$ cat src/pkg/wdog_pkg.sv
package wdog_pkg;
   // Register map (word index on plain port)
   localparam logic [1:0] ADDR_CTRL   = 2'h0;
   localparam logic [1:0] ADDR_STATUS = 2'h1;
   localparam logic [1:0] ADDR_MASK   = 2'h2;
   localparam logic [1:0] ADDR_COUNT  = 2'h3;
   localparam int         ADDR_W      = 2;
   localparam int         DATA_W      = 8;
   // Control register fields
   localparam int         EN_BIT      = 0;
   localparam int         PS_LSB      = 1;
   localparam int         PS_W        = 5;
   localparam logic [4:0] PS_MAX      = 5'h12;
   localparam logic [4:0] PS_MIN      = 5'h00;
   localparam logic [4:0] PS_ALL_ONES = 5'h1f;
   localparam logic [4:0] PS_DEFAULT  = 5'h0b;
   localparam int         BASE_SHIFT  = 5;
   localparam int         CNT_W       = 24;
   // Config enable field codes
   localparam logic [1:0] CFG_EN_OFF  = 2'h0;
   localparam logic [1:0] CFG_EN_SW   = 2'h1;
   // Status bits
   localparam int         ST_TIMEOUT  = 0;
   localparam int         ST_WAKE     = 1;
   localparam int         ST_W        = 2;

   typedef struct packed {
      logic [ADDR_W-1:0] addr;
      logic [DATA_W-1:0] wdata;
      logic              wr;
      logic              rd;
   } bus_req_t;
endpackage

$ cat src/hw/wdog_ctrl.sv
`timescale 1ns/1ns
// Contract
// - Timeout equals 2^(5+N) slow-oscillator periods for period code N of 0 to 18.
// - Period codes 19 to 31 act as the minimum 1:32 prescale.
// - At reset the period code loads 01011 if the config period is 11111, else the config.
// - When the config period is not 11111 the period code is read-only.
// - With config enable 01 the software enable bit starts and stops the timer.
// - With config enable 1x or 00 the software bit is ignored and config alone governs.
// - The prescaler counts ticks of the 31 kHz low-frequency oscillator.
// - Control bits 7 and 6 read zero and ignore writes.
// - The counter clears on every wake from sleep.
module wdog_ctrl (
   // Clock and reset
   input  wire logic                          i_mclk,
   input  wire logic                          i_rst_n,
   // Register port
   input  wire wdog_pkg::bus_req_t            i_bus,
   output logic      [wdog_pkg::DATA_W-1:0]   o_rdata,
   // Configuration word and system
   input  wire logic [wdog_pkg::PS_W-1:0]     i_config_period_select,
   input  wire logic [1:0]                    i_config_dog_enable,
   input  wire logic                          i_low_freq_internal_osc,
   input  wire logic                          i_sleep,
   input  wire logic                          i_dog_clear,
   // Watchdog outputs
   output logic                               o_dog_running,
   output logic                               o_dog_timeout,
   output logic                               o_irq
);
   logic [wdog_pkg::PS_W-1:0]   ps_q,   ps_d;
   logic                        en_q,   en_d;
   logic [wdog_pkg::CNT_W-1:0]  cnt_q,  cnt_d;
   logic [wdog_pkg::ST_W-1:0]   st_q,   st_d;
   logic [wdog_pkg::ST_W-1:0]   mask_q, mask_d;
   logic [wdog_pkg::DATA_W-1:0] rd_q,   rd_d;
   logic                        to_q,   to_d;
   logic                        loaded_q, loaded_d;
   logic [2:0]                  osc_sync_q, osc_sync_d;
   logic [1:0]                  slp_sync_q, slp_sync_d;
   logic                        slp_prev_q, slp_prev_d;
   logic                        tick, wake, running, ps_writable;
   logic [4:0]                  eff_ps;
   logic [wdog_pkg::CNT_W-1:0]  limit;
   logic [wdog_pkg::ST_W-1:0]   ev;

   // Synchronise slow oscillator and sleep
   always_comb begin
      osc_sync_d = {osc_sync_q[1:0], i_low_freq_internal_osc};
      slp_sync_d = {slp_sync_q[0], i_sleep};
      slp_prev_d = slp_sync_q[1];
   end
   assign tick = osc_sync_q[1] & ~osc_sync_q[2];
   assign wake = slp_prev_q & ~slp_sync_q[1];

   // Enable and period decode
   always_comb begin
      unique case (i_config_dog_enable)
         wdog_pkg::CFG_EN_SW:  running = en_q;
         wdog_pkg::CFG_EN_OFF: running = 1'b0;
         default:              running = 1'b1;
      endcase
   end
   assign ps_writable = (i_config_period_select == wdog_pkg::PS_ALL_ONES);
   assign eff_ps = (ps_q > wdog_pkg::PS_MAX) ? wdog_pkg::PS_MIN : ps_q;
   assign limit  = wdog_pkg::CNT_W'((64'h1 << (eff_ps + wdog_pkg::BASE_SHIFT)) - 64'h1);

   // Register and counter next state
   always_comb begin
      ps_d     = ps_q;
      en_d     = en_q;
      mask_d   = mask_q;
      loaded_d = 1'b1;
      rd_d     = '0;
      cnt_d    = cnt_q;
      to_d     = 1'b0;
      ev       = '0;
      if (!loaded_q) begin
         ps_d = ps_writable ? wdog_pkg::PS_DEFAULT : i_config_period_select;
      end
      if (i_bus.wr) begin
         unique case (i_bus.addr)
            wdog_pkg::ADDR_CTRL: begin
               en_d = i_bus.wdata[wdog_pkg::EN_BIT];
               if (ps_writable && loaded_q) begin
                  ps_d = i_bus.wdata[wdog_pkg::PS_LSB +: wdog_pkg::PS_W];
               end
            end
            wdog_pkg::ADDR_MASK: mask_d = i_bus.wdata[wdog_pkg::ST_W-1:0];
            default: ;
         endcase
      end
      if (i_bus.rd) begin
         unique case (i_bus.addr)
            wdog_pkg::ADDR_CTRL:   rd_d = {2'h0, ps_q, en_q};
            wdog_pkg::ADDR_STATUS: rd_d = wdog_pkg::DATA_W'(st_q);
            wdog_pkg::ADDR_MASK:   rd_d = wdog_pkg::DATA_W'(mask_q);
            default:               rd_d = cnt_q[wdog_pkg::CNT_W-1 -: wdog_pkg::DATA_W];
         endcase
      end
      if (!running || wake || i_dog_clear) begin
         cnt_d = '0;
         ev[wdog_pkg::ST_WAKE] = wake;
      end else if (tick) begin
         if (cnt_q >= limit) begin
            cnt_d = '0;
            to_d  = 1'b1;
            ev[wdog_pkg::ST_TIMEOUT] = 1'b1;
         end else begin
            cnt_d = cnt_q + 1'b1;
         end
      end
      st_d = st_q;
      if (i_bus.wr && i_bus.addr == wdog_pkg::ADDR_STATUS) begin
         st_d = st_q & ~i_bus.wdata[wdog_pkg::ST_W-1:0];
      end
      st_d = st_d | ev;
   end

   always_ff @(posedge i_mclk or negedge i_rst_n) begin
      if (!i_rst_n) begin
         ps_q       <= wdog_pkg::PS_DEFAULT;
         en_q       <= 1'b0;
         cnt_q      <= '0;
         st_q       <= '0;
         mask_q     <= '0;
         rd_q       <= '0;
         to_q       <= 1'b0;
         loaded_q   <= 1'b0;
         osc_sync_q <= '0;
         slp_sync_q <= '0;
         slp_prev_q <= 1'b0;
      end else begin
         ps_q       <= ps_d;
         en_q       <= en_d;
         cnt_q      <= cnt_d;
         st_q       <= st_d;
         mask_q     <= mask_d;
         rd_q       <= rd_d;
         to_q       <= to_d;
         loaded_q   <= loaded_d;
         osc_sync_q <= osc_sync_d;
         slp_sync_q <= slp_sync_d;
         slp_prev_q <= slp_prev_d;
      end
   end

   assign o_rdata       = rd_q;
   assign o_dog_timeout = to_q;
   assign o_dog_running = running;
   assign o_irq         = |(st_q & mask_q);

   // Assertions
   logic [wdog_pkg::PS_W-1:0] wr_ps;
   logic                      wr_en;
   assign wr_ps = i_bus.wdata[wdog_pkg::PS_LSB +: wdog_pkg::PS_W];
   assign wr_en = i_bus.wdata[wdog_pkg::EN_BIT];
endmodule

$ cat config.mk
export PLATFORM = sky130hd
export DESIGN_NAME = wdog_ctrl
export DESIGN_NICKNAME = d
export VERILOG_FILES = /design/src/pkg/wdog_pkg.sv /design/src/hw/wdog_ctrl.sv
export SDC_FILE = /design/constraint.sdc
export NUM_CORES = 1
export LEC_CHECK = 0
export BUFFER_PORTS_ARGS = -buffer_cell sky130_fd_sc_hd__buf_2
export CORE_ASPECT_RATIO = 0.9
export CORE_MARGIN = 1
export CORE_UTILIZATION = 50
export CTS_CLUSTER_DIAMETER = 120
export DETAILED_ROUTE_END_ITERATION = 8
export PLACE_DENSITY = 0.74
export SLEW_MARGIN = 5
export SYNTH_ARGS = -nofsm -noshare
export SYNTH_HDL_FRONTEND = slang
export SYNTH_SLANG_ARGS = --single-unit
$ cat constraint.sdc
create_clock -name i_mclk -period 4.2 [get_ports i_mclk]
set_input_delay 0.21 -clock i_mclk [delete_from_list [all_inputs] [get_ports i_mclk]]
set_output_delay 0.21 -clock i_mclk [all_outputs]
set_load 0.05 [all_outputs]
Yosys cells after proc, flatten, opt, wreduce, memory -nomap -nowiden --
Cells that the tools add are included.
Storage, ports and cells: word-level logic and storage cells 57, latch bits 0, register bits after elaboration 50, bits in read-only memories 0, memories kept 0, bits of input ports 24, RAM bits 0, output and inout bits 11
Operators by class: shifts and indexed selects 1, bitwise gates (word level) 8, $mul 0, mux-type cells 17, add/subtract/negate cells 3, eq/ne operators 4, order comparisons 2, divide/modulo/power cells 0, reductions and logical operators 11
Operator list (count):
- $mux W24 | 3
- $mux W5 | 6
- $add A24 B1 Y24 const B | 1
- $ge A24 B24 Y1 | 1
- $pmux W8 S3 | 1
- $shl A1 B6 Y24 const A | 1
- $sub A24 B1 Y24 const B | 1
- $mux W8 | 1
- $add A5 B3 Y6 const B | 1
- $eq A5 B5 Y1 const B | 1
- $gt A5 B5 Y1 const B | 1
- $and A2 B2 Y2 | 2
- $eq A2 B1 Y1 const B | 2
- $logic_not A2 Y1 | 2
- $mux W1 | 4
- $reduce_and A2 Y1 | 2
- $and A1 B1 Y1 | 2
- $eq A2 B2 Y1 const B | 1
- $logic_and A1 B1 Y1 | 2
- $logic_or A1 B1 Y1 | 2
- $mux W2 | 1
- $not A1 Y1 | 2
- $not A2 Y2 | 1
- $or A2 B2 Y2 | 1
- other kinds (4) | 4

Logic depth before layout (Yosys ltp) --
Gate-level depths: netlist (run 1).
depth after elaboration 10, mapped depth 14, gate-level depth less buffers 12

Worst setup path after synthesis (run 1) --
Ideal clock, no wire load.
path type flip-flop to flip-flop, start reg ps_q[3] (netlist bit), end reg st_q[0] (netlist bit), library setup time 0.122 ns, arrival time 2.861 ns, required time 4.078 ns, period minus slack after synthesis 2.982 ns, buffers on the path 2, slack 1.218 ns, cell stages (with the launch flop) 12, cell sequence dfstp_2 -> clkbuf_1 -> nor2b_1 -> clkbuf_1 -> o21ai_0 -> nor2b_1 -> ha_1 -> a211oi_1 -> o211ai_1 -> o221ai_2 -> nand3_2 -> a32o_1
Between the ends: longest elaborated chain between the ends 10
RTL lines:
- start, declared | line wdog_ctrl.sv:30 | logic [wdog_pkg::PS_W-1:0] ps_q, ps_d;
- start signal, assigned | line wdog_ctrl.sv:121 | ps_q <= wdog_pkg::PS_DEFAULT;
- start signal, assigned | line wdog_ctrl.sv:133 | ps_q <= ps_d;
- $gt A5 B5 Y1 | line wdog_ctrl.sv:64 | assign eff_ps = (ps_q > wdog_pkg::PS_MAX) ? wdog_pkg::PS_MIN : ps_q;
- $mux W5 * | line wdog_ctrl.sv:64
- $add A5 B3 Y6 * | line wdog_ctrl.sv:65 | assign limit = wdog_pkg::CNT_W'((64'h1 << (eff_ps + wdog_pkg::BASE_SHIFT)) - 64'h1);
- $shl A1 B6 Y24 * | line wdog_ctrl.sv:65
- $sub A24 B1 Y24 * | line wdog_ctrl.sv:65
- $ge A24 B24 Y1 * | line wdog_ctrl.sv:104 | if (cnt_q >= limit) begin
- $mux W1 * | line wdog_ctrl.sv:104
- $mux W1 * | line wdog_ctrl.sv:103 | end else if (tick) begin
- $mux W1 * | line wdog_ctrl.sv:100 | if (!running || wake || i_dog_clear) begin
- $or A2 B2 Y2 * | line wdog_ctrl.sv:116 | st_d = st_d | ev;
- net st_d (one bit) | line wdog_ctrl.sv:33 | logic [wdog_pkg::ST_W-1:0] st_q, st_d;
- end signal, assigned | line wdog_ctrl.sv:136 | st_q <= st_d;
- end, declared | line wdog_ctrl.sv:33
The timed path passes the listed nets; every way through them passes the cells marked *. A chain may end at the register's enable or synchronous reset.

Worst setup path after layout (run 1) --
start reg ps_q[4] (netlist bit), end reg cnt_q[2] (netlist bit)
Between the ends: longest elaborated chain between the ends 9
RTL lines:
- $gt A5 B5 Y1 | line wdog_ctrl.sv:64
- $mux W5 * | line wdog_ctrl.sv:64
- $add A5 B3 Y6 * | line wdog_ctrl.sv:65
- $shl A1 B6 Y24 * | line wdog_ctrl.sv:65
- $sub A24 B1 Y24 * | line wdog_ctrl.sv:65
- $ge A24 B24 Y1 * | line wdog_ctrl.sv:104
- $mux W24 * | line wdog_ctrl.sv:104
- $mux W24 * | line wdog_ctrl.sv:103
- $mux W24 * | line wdog_ctrl.sv:100
- end signal, assigned | line wdog_ctrl.sv:135 | cnt_q <= cnt_d;
- end, declared | line wdog_ctrl.sv:32 | logic [wdog_pkg::CNT_W-1:0] cnt_q, cnt_d;
Every way passes the cells marked *; elsewhere a longest branch is shown, timed or not. The select of a mux whose other input is x is not followed.

==> results of run 1 <==
-- path summary, 6_finish.rpt --
| path | cells after the start | endpoint | from |
|---|---|---|---|
| setup / recovery | 10 | cnt_q[2] | ps_q[4] |
| max in group asynchronous | 2 | cnt_q[18] | i_rst_n |
| min in group i_mclk | 3 | ps_q[1] | i_bus[4] |
| hold reg to reg | 0 | slp_sync_q[1] | slp_sync_q[0] |
| setup reg to reg | 10 | cnt_q[2] | ps_q[4] |
| hold / removal | 2 | ps_q[2] | i_rst_n |
-- worst max-delay path: stages (launching register included) --
cell and delay, ps:
dfrtp_1 640, inv_1 150, nor3_1 550, a21oi_1 120
ha_1 340, a21oi_1 160, o21ai_0 130, a21oi_2 560
buf_4 320, nand4_1 120, a31oi_1 200
-- registers in the layout, indices dropped and copies added, names as in the netlist --
name	flops
o_rdata	8
ps_q	5
osc_sync_q	3
en_q	1
mask_q	2
slp_sync_q	2
st_q	2
slp_prev_q	1
o_dog_timeout	1
loaded_q	1
cnt_q	24
-- cells in the final DEF, fill, tap and decap left out, drive strengths merged, types with 5 or more instances in the layout --
master / synthesis / layout
dfrtp: 47 / 47
buf: 13 / 38
nand3: 35 / 35
nand4: 31 / 31
a21oi: 29 / 29
nor2: 27 / 27
nand2: 27 / 27
ha: 26 / 26
o21ai: 10 / 10
and3: 10 / 10
nor3: 10 / 10
and2: 10 / 10
nor2b: 9 / 9
o211ai: 9 / 9
o2111ai: 9 / 9
a211oi: 8 / 8
nor4: 7 / 7
nor4b: 7 / 7
a31oi: 6 / 6
conb: 2 / 6
inv: 5 / 6
a22oi: 5 / 5
xnor2: 5 / 5
clkbuf: 15 / 5
-- report_power, final --
| part | internal [mW] | switching [mW] |
|---|---|---|
| logic | 0.0749 | 0.124 |
| registers | 0.501 | 0.0249 |
| clock network | 0.182 | 0.179 |
| total | 0.758 | 0.328 |
-- area by class of cell --
cell class / count / area, µm² / share of cell area, %
multi-input combinational: 330 / 2270 / 56.7
sequential: 50 / 1250 / 31.3
timing repair buffer: 40 / 225 / 5.62
tap: 93 / 116 / 2.90
clock buffer: 5 / 68.8 / 1.72
clock inverter: 3 / 48.8 / 1.22
inverter: 5 / 18.8 / 0.468
-- metal layers --
metal	GRT usage, %	vias up	wire length (µm)
li1	-	1609	-
met1	35.1	1602	4210
met2	38.3	133	4210
met3	3.57	6	623
met4	6.39	0	73
met5	0	-	0
-- logic make-up after synthesis --
family / synth area share [%]
buffers and inverters: 3.98
flip-flops: 34.4
adder cells (fa/ha/maj): 8.92
other: 0.206
AND/OR/NAND/NOR: 30.4
XOR/XNOR: 1.44
AO/OA/AOI/OAI: 17.6
multiplexers: 2.99
==> metrics, run 1 <==
starting density of the core slightly above 50%; Final Critical Period ~3400 ps; failing checks hold timing; gpl congestion ~0.81; Port Buffer Count 32; Final setup viols 0; Fill cells about 650; total track usage between 20% and 30%; Power Total ~1.1 mW; cts hold-fix bufs 2; DP Worst Slack between 800 and 900 ps; hold slack -11.6 ps; Antenna Nets Post-Route 0; Rel. slew slack 42.6%; Inst Count DP slightly above 500; HP Class primary input to async pin; Final Cell Area between 4000 and 5000 µm²; yosys warns 0; share of async-settable or async-resettable flops after synthesis 100%; fin cells approximately 530; detailed placement HPWL about 6400 µm; clk sinks 50; Yosys reg bits 50; Max Fclk a little under 0.3 GHz; synthesized netlist cell count between 400 and 500; routed len/inst ~17 µm; vias in the first global route 3075; clock slew at reported path FFs 100 ps; PD cells around 270 nW/µm²; largest net degree at the start of global routing slightly above 50; Yosys cell types slightly above 60; syn_area_per_cell approximately 8.9 µm²; first-pass GRT wire length between 10000 and 15000 µm; vias per cell between 6 and 7; Inserted Clock Buffers 5; critical path class flip-flop to flip-flop; area share of the largest cell type after synthesis approximately a third; Layout area overhead 9.88%; netlist area before placement between 3000 and 4000 µm²; die area roughly 7600 µm²; fin crit share approximately four fifths; actual slew at the worst max-slew pin about 860 ps; R2R Setup Slk 820 ps; WP data arrival ~3600 ps; Clock Tree Buf Depth 2; CP max FO 15; Die W a little over 90 µm; final core utilization between 50% and 60%; initial DRC count 231; leakage power 1.70 nW; layout cell share with drive strength beyond 1 16.6%; Synth top cells by count dfrtp_1 (47), nand3_1 (32), nand4_1 (31); Critical Path Sink Type flip-flop; Most used DFF post-synth dfrtp_1; Resized Gates After CTS 0; worst-skew pair later-pin latency ~320 ps; Max Slew Vio Count 0; drt total wl approximately 9100 µm; Hold Violations, Final 9; Post-Route Skew 11.7 ps; RSZ-0062 raised after global routing false; n_diodes 0; root buf cell clkbuf_8; setup TNS 0 ps; drt first pass iters 4; via count approximately 3400; DP Area about 3900 µm²; max_cap viols 0; initial antenna violation count 0; Seq/Total Area, Yosys between 30% and 40%; CTS tree done; worst vdd ir around 0.00018 V; Worst Setup Start Kind flip-flop; setup repair bufs after CTS 0; htree depth 2; EDFF count, synth 0; Core Box Area ~7000 µm²; Ports 35; top-count cell post-synth dfrtp_1; row cnt 29; die height around 83 µm; Residual DRC 0; Worst Setup Slack, final 821 ps; Worst Path Required 4440 ps; largest cells by area after synthesis dfrtp_1 (32%), ha_1 (8.9%), nand4_1 (5.3%); area leader, netlist dfrtp_1; total gr overflow 0; fin nets 482; status finished, violations left
No activity file was read; power rests on OpenSTA's default activity.
==> run 2, diff against run 1 <==
--- a/config.mk
+++ b/config.mk
@@ -5,6 +5,7 @@
 export SDC_FILE = /design/constraint.sdc
 export NUM_CORES = 1
 export LEC_CHECK = 0
+export ABC_AREA = 1
 export BUFFER_PORTS_ARGS = -buffer_cell sky130_fd_sc_hd__buf_2
 export CORE_ASPECT_RATIO = 0.9
 export CORE_MARGIN = 1
==> constraint.sdc (replaced) <==
create_clock -name i_mclk -period 3.5 [get_ports i_mclk]
set_input_delay 0.175 -clock i_mclk [delete_from_list [all_inputs] [get_ports i_mclk]]
set_output_delay 0.175 -clock i_mclk [all_outputs]
set_load 0.05 [all_outputs]
==> metrics, run 2 <==
Port Buffer Count 32 (unchanged); Max Fclk 0.314 GHz (+6.2%); htree depth 2 (unchanged); worst-path cell chain inv_2 > nor2_2 > inv_1 > nand2_1 > nand2_2 > nand3_2 > nand2_1 > nor2_1 > nand2_1 > xor2_1 > ha_1 > nand2_1 > nor2_1 > nand2_1 > nor3_1 > nand2_1 > nand4_1 > nand2_1 > nand2_2 > nor2_1; Power Total 1.31 mW (+21%); top-count cell post-synth nand2_1; most frequent CP cell nand2_1; Clock Tree Buf Depth 2 (unchanged); synthesized netlist cell count 490 (+20%); syn_area_per_cell 7.27 µm² (-18%); Seq/Total Area, Yosys 35.2% (+0.79 points); yosys warns 0 (unchanged); Worst Path Required 3690 ps (-750 ps); Worst Setup Start Kind flip-flop; setup repair bufs after CTS 0 (unchanged); initial DRC count 176 (-24%); Critical Path Sink Type flip-flop; leakage power 1.95 nW (+15%); PD cells 331 nW/µm² (+22%); critical path's largest stage delay 580 ps (-60 ps); max_cap viols 0 (unchanged); Residual DRC 0 (unchanged); crit path buf inv count 2 (unchanged); Inst Count DP 613 (+19%); worst vdd ir 0.000192 V (+8.6%); die height 82.1 µm (-1.1%); EDFF count, synth 0 (unchanged); Worst Setup Slack, final 317 ps (-504 ps); fin nets 582 (+21%); starting density of the core 53.0% (+1.2 points); Worst R2R Start ps_q[3]; Rel. slew slack 26.1% (-16 points); drt total wl 8040 µm (-12%); die area 7470 µm² (-2.2%); Final setup viols 0 (unchanged); most frequent cells in the layout nand2_1 (113), inv_1 (59), nor2_1 (59); Inserted Clock Buffers 5 (unchanged); share of async-settable or async-resettable flops after synthesis 100% (unchanged); root buf cell clkbuf_8; largest net degree at the start of global routing 51 (unchanged); CP max FO 10 (-5); CTS tree done; n_diodes 0 (unchanged); Critical Path Start ps_q[3]; Layout area overhead 11.2%; Most used DFF post-synth dfrtp_1; via count 3277 (-2.2%); netlist area before placement 3560 µm² (-2.2%); vias per cell 5.26 (-17%); gpl congestion 0.951 (+17%); clock slew at reported path FFs 90 ps (about the same); total gr overflow 0 (unchanged); Slowest cell on crit path dfstp_2; vias in the first global route 3072 (-0.098%); clk sinks 50 (unchanged); critical path class flip-flop to flip-flop; initial antenna violation count 0 (unchanged); actual slew at the worst max-slew pin 1110 ps (+247 ps); Die W 91 µm (-1.1%); Hold Violations, Final 0 (-9); largest reg by FF count cnt_q; area share of the largest cell type after synthesis 33.0% (+0.74 points); Yosys reg bits 50 (unchanged); detailed placement HPWL 6360 µm (-0.25%); worst-skew pair later-pin latency 300 ps (-20 ps); Max Slew Vio Count 0 (unchanged); DP Worst Slack 219 ps (-652 ps); Antenna Nets Post-Route 0 (unchanged); row cnt 28 (-3.4%); area leader, netlist dfrtp_1; routed len/inst 12.9 µm (-26%); Core Box Area 6730 µm² (-4.4%); drt first pass iters 4 (unchanged); status completed; WP data arrival 3370 ps (-240 ps); Yosys cell types 37 (-40%); Largest register FFs 24 (unchanged); Ports 35 (unchanged); setup TNS 0 ps (unchanged); Post-Route Skew 11.9 ps (+0.242 ps); fin crit share 90.9% (+10 points); total track usage 23.1% (-1.3 points); layout cell share with drive strength beyond 1 12.9% (-3.7 points); HP Class primary input to async pin; fin cells 623 (+18%); Final Critical Period 3180 ps (-196 ps); RSZ-0062 raised after global routing false; largest cells by area after synthesis dfrtp_1 (33%), nand2_1 (12%), ha_1 (9.1%); first-pass GRT wire length 13700 µm (-7.9%); Synth top cells by count nand2_1 (114), inv_1 (59), nor2_1 (59); family with the most delay on the worst path simple AND/OR/NAND/NOR gates; commonest non-fill, non-tap cell in the layout nand2_1
[run 2: repair_timing]
| action | 4_1_cts | 5_1_grt |
|---|---|---|
| endpoints found under the setup margin | 0 | 10 |
| hold buffers | 2 | 0 |
| resized for setup | 0 | 1 |
| endpoints found under the hold margin | 2 | 0 |
[run 2: stage by stage]
step	hold WS [ps]	instance area, µm²	util, %
final	76.6	3960	58.9
after global placement	285	3850	57.2
after CTS	84.8	3960	58.9
after floorplan	-121	3580	-
after global routing	99.8	3960	58.9
after detailed placement	285	3850	57.2
[run 2: worst register-to-register path: cells and delay by family (launching register included)]
kind                       cells  cell delay, ps
buffers and inverters          2             160
adders and majority gates      1             290
and+or+nand+nor               16            1910
DFF                            1             580
xor gates and xnor gates       1             150
[run 2: per-layer routing]
metal,track usage [%],wire length [µm]
met1,31.2,3860
met2,39.1,3710
met3,3.11,358
met4,6.98,108
met5,0,0
[run 2: path summary, 6_finish.rpt]
kind	endpoint	slack (ps)	cells past startpoint
max	cnt_q[19]	320	20
min	mask_q[0]	80	1
max reg2reg	cnt_q[19]	320	20
min reg2reg	osc_sync_q[1]	370	0
max in group asynchronous	cnt_q[6]	2740	1
min in group i_mclk	ps_q[1]	90	3
[run 2: cell type report]
class                      instances  area, µm²
fill                             630       2760
sequential                        50       1250
inverter                          65        244
clock buffer                       7       86.3
tap                               90        113
clock inverter                     1       8.76
timing repair buffer              36        195
multi-input combinational        374       2060
[run 2: report_power, final]
group	internal, mW	leakage, nW	total, mW	switching [mW]
logic	0.108	1.24	0.333	0.225
registers	0.604	0.656	0.631	0.0265
clock network	0.164	0.0489	0.350	0.187
total	0.875	1.95	1.31	0.438
[run 2: logic make-up (layout without fill, tap and decap cells)]
logic type	after synthesis	in the layout	synth area share, %
fa+ha+maj	26	26	9.13
mux	1	1	0.316
buf+inv	70	109	7.44
simple gates	248	248	30.8
xor+xnor	23	23	5.65
flops	50	50	35.2
compound gates	70	70	11.2
other cells	2	6	0.211
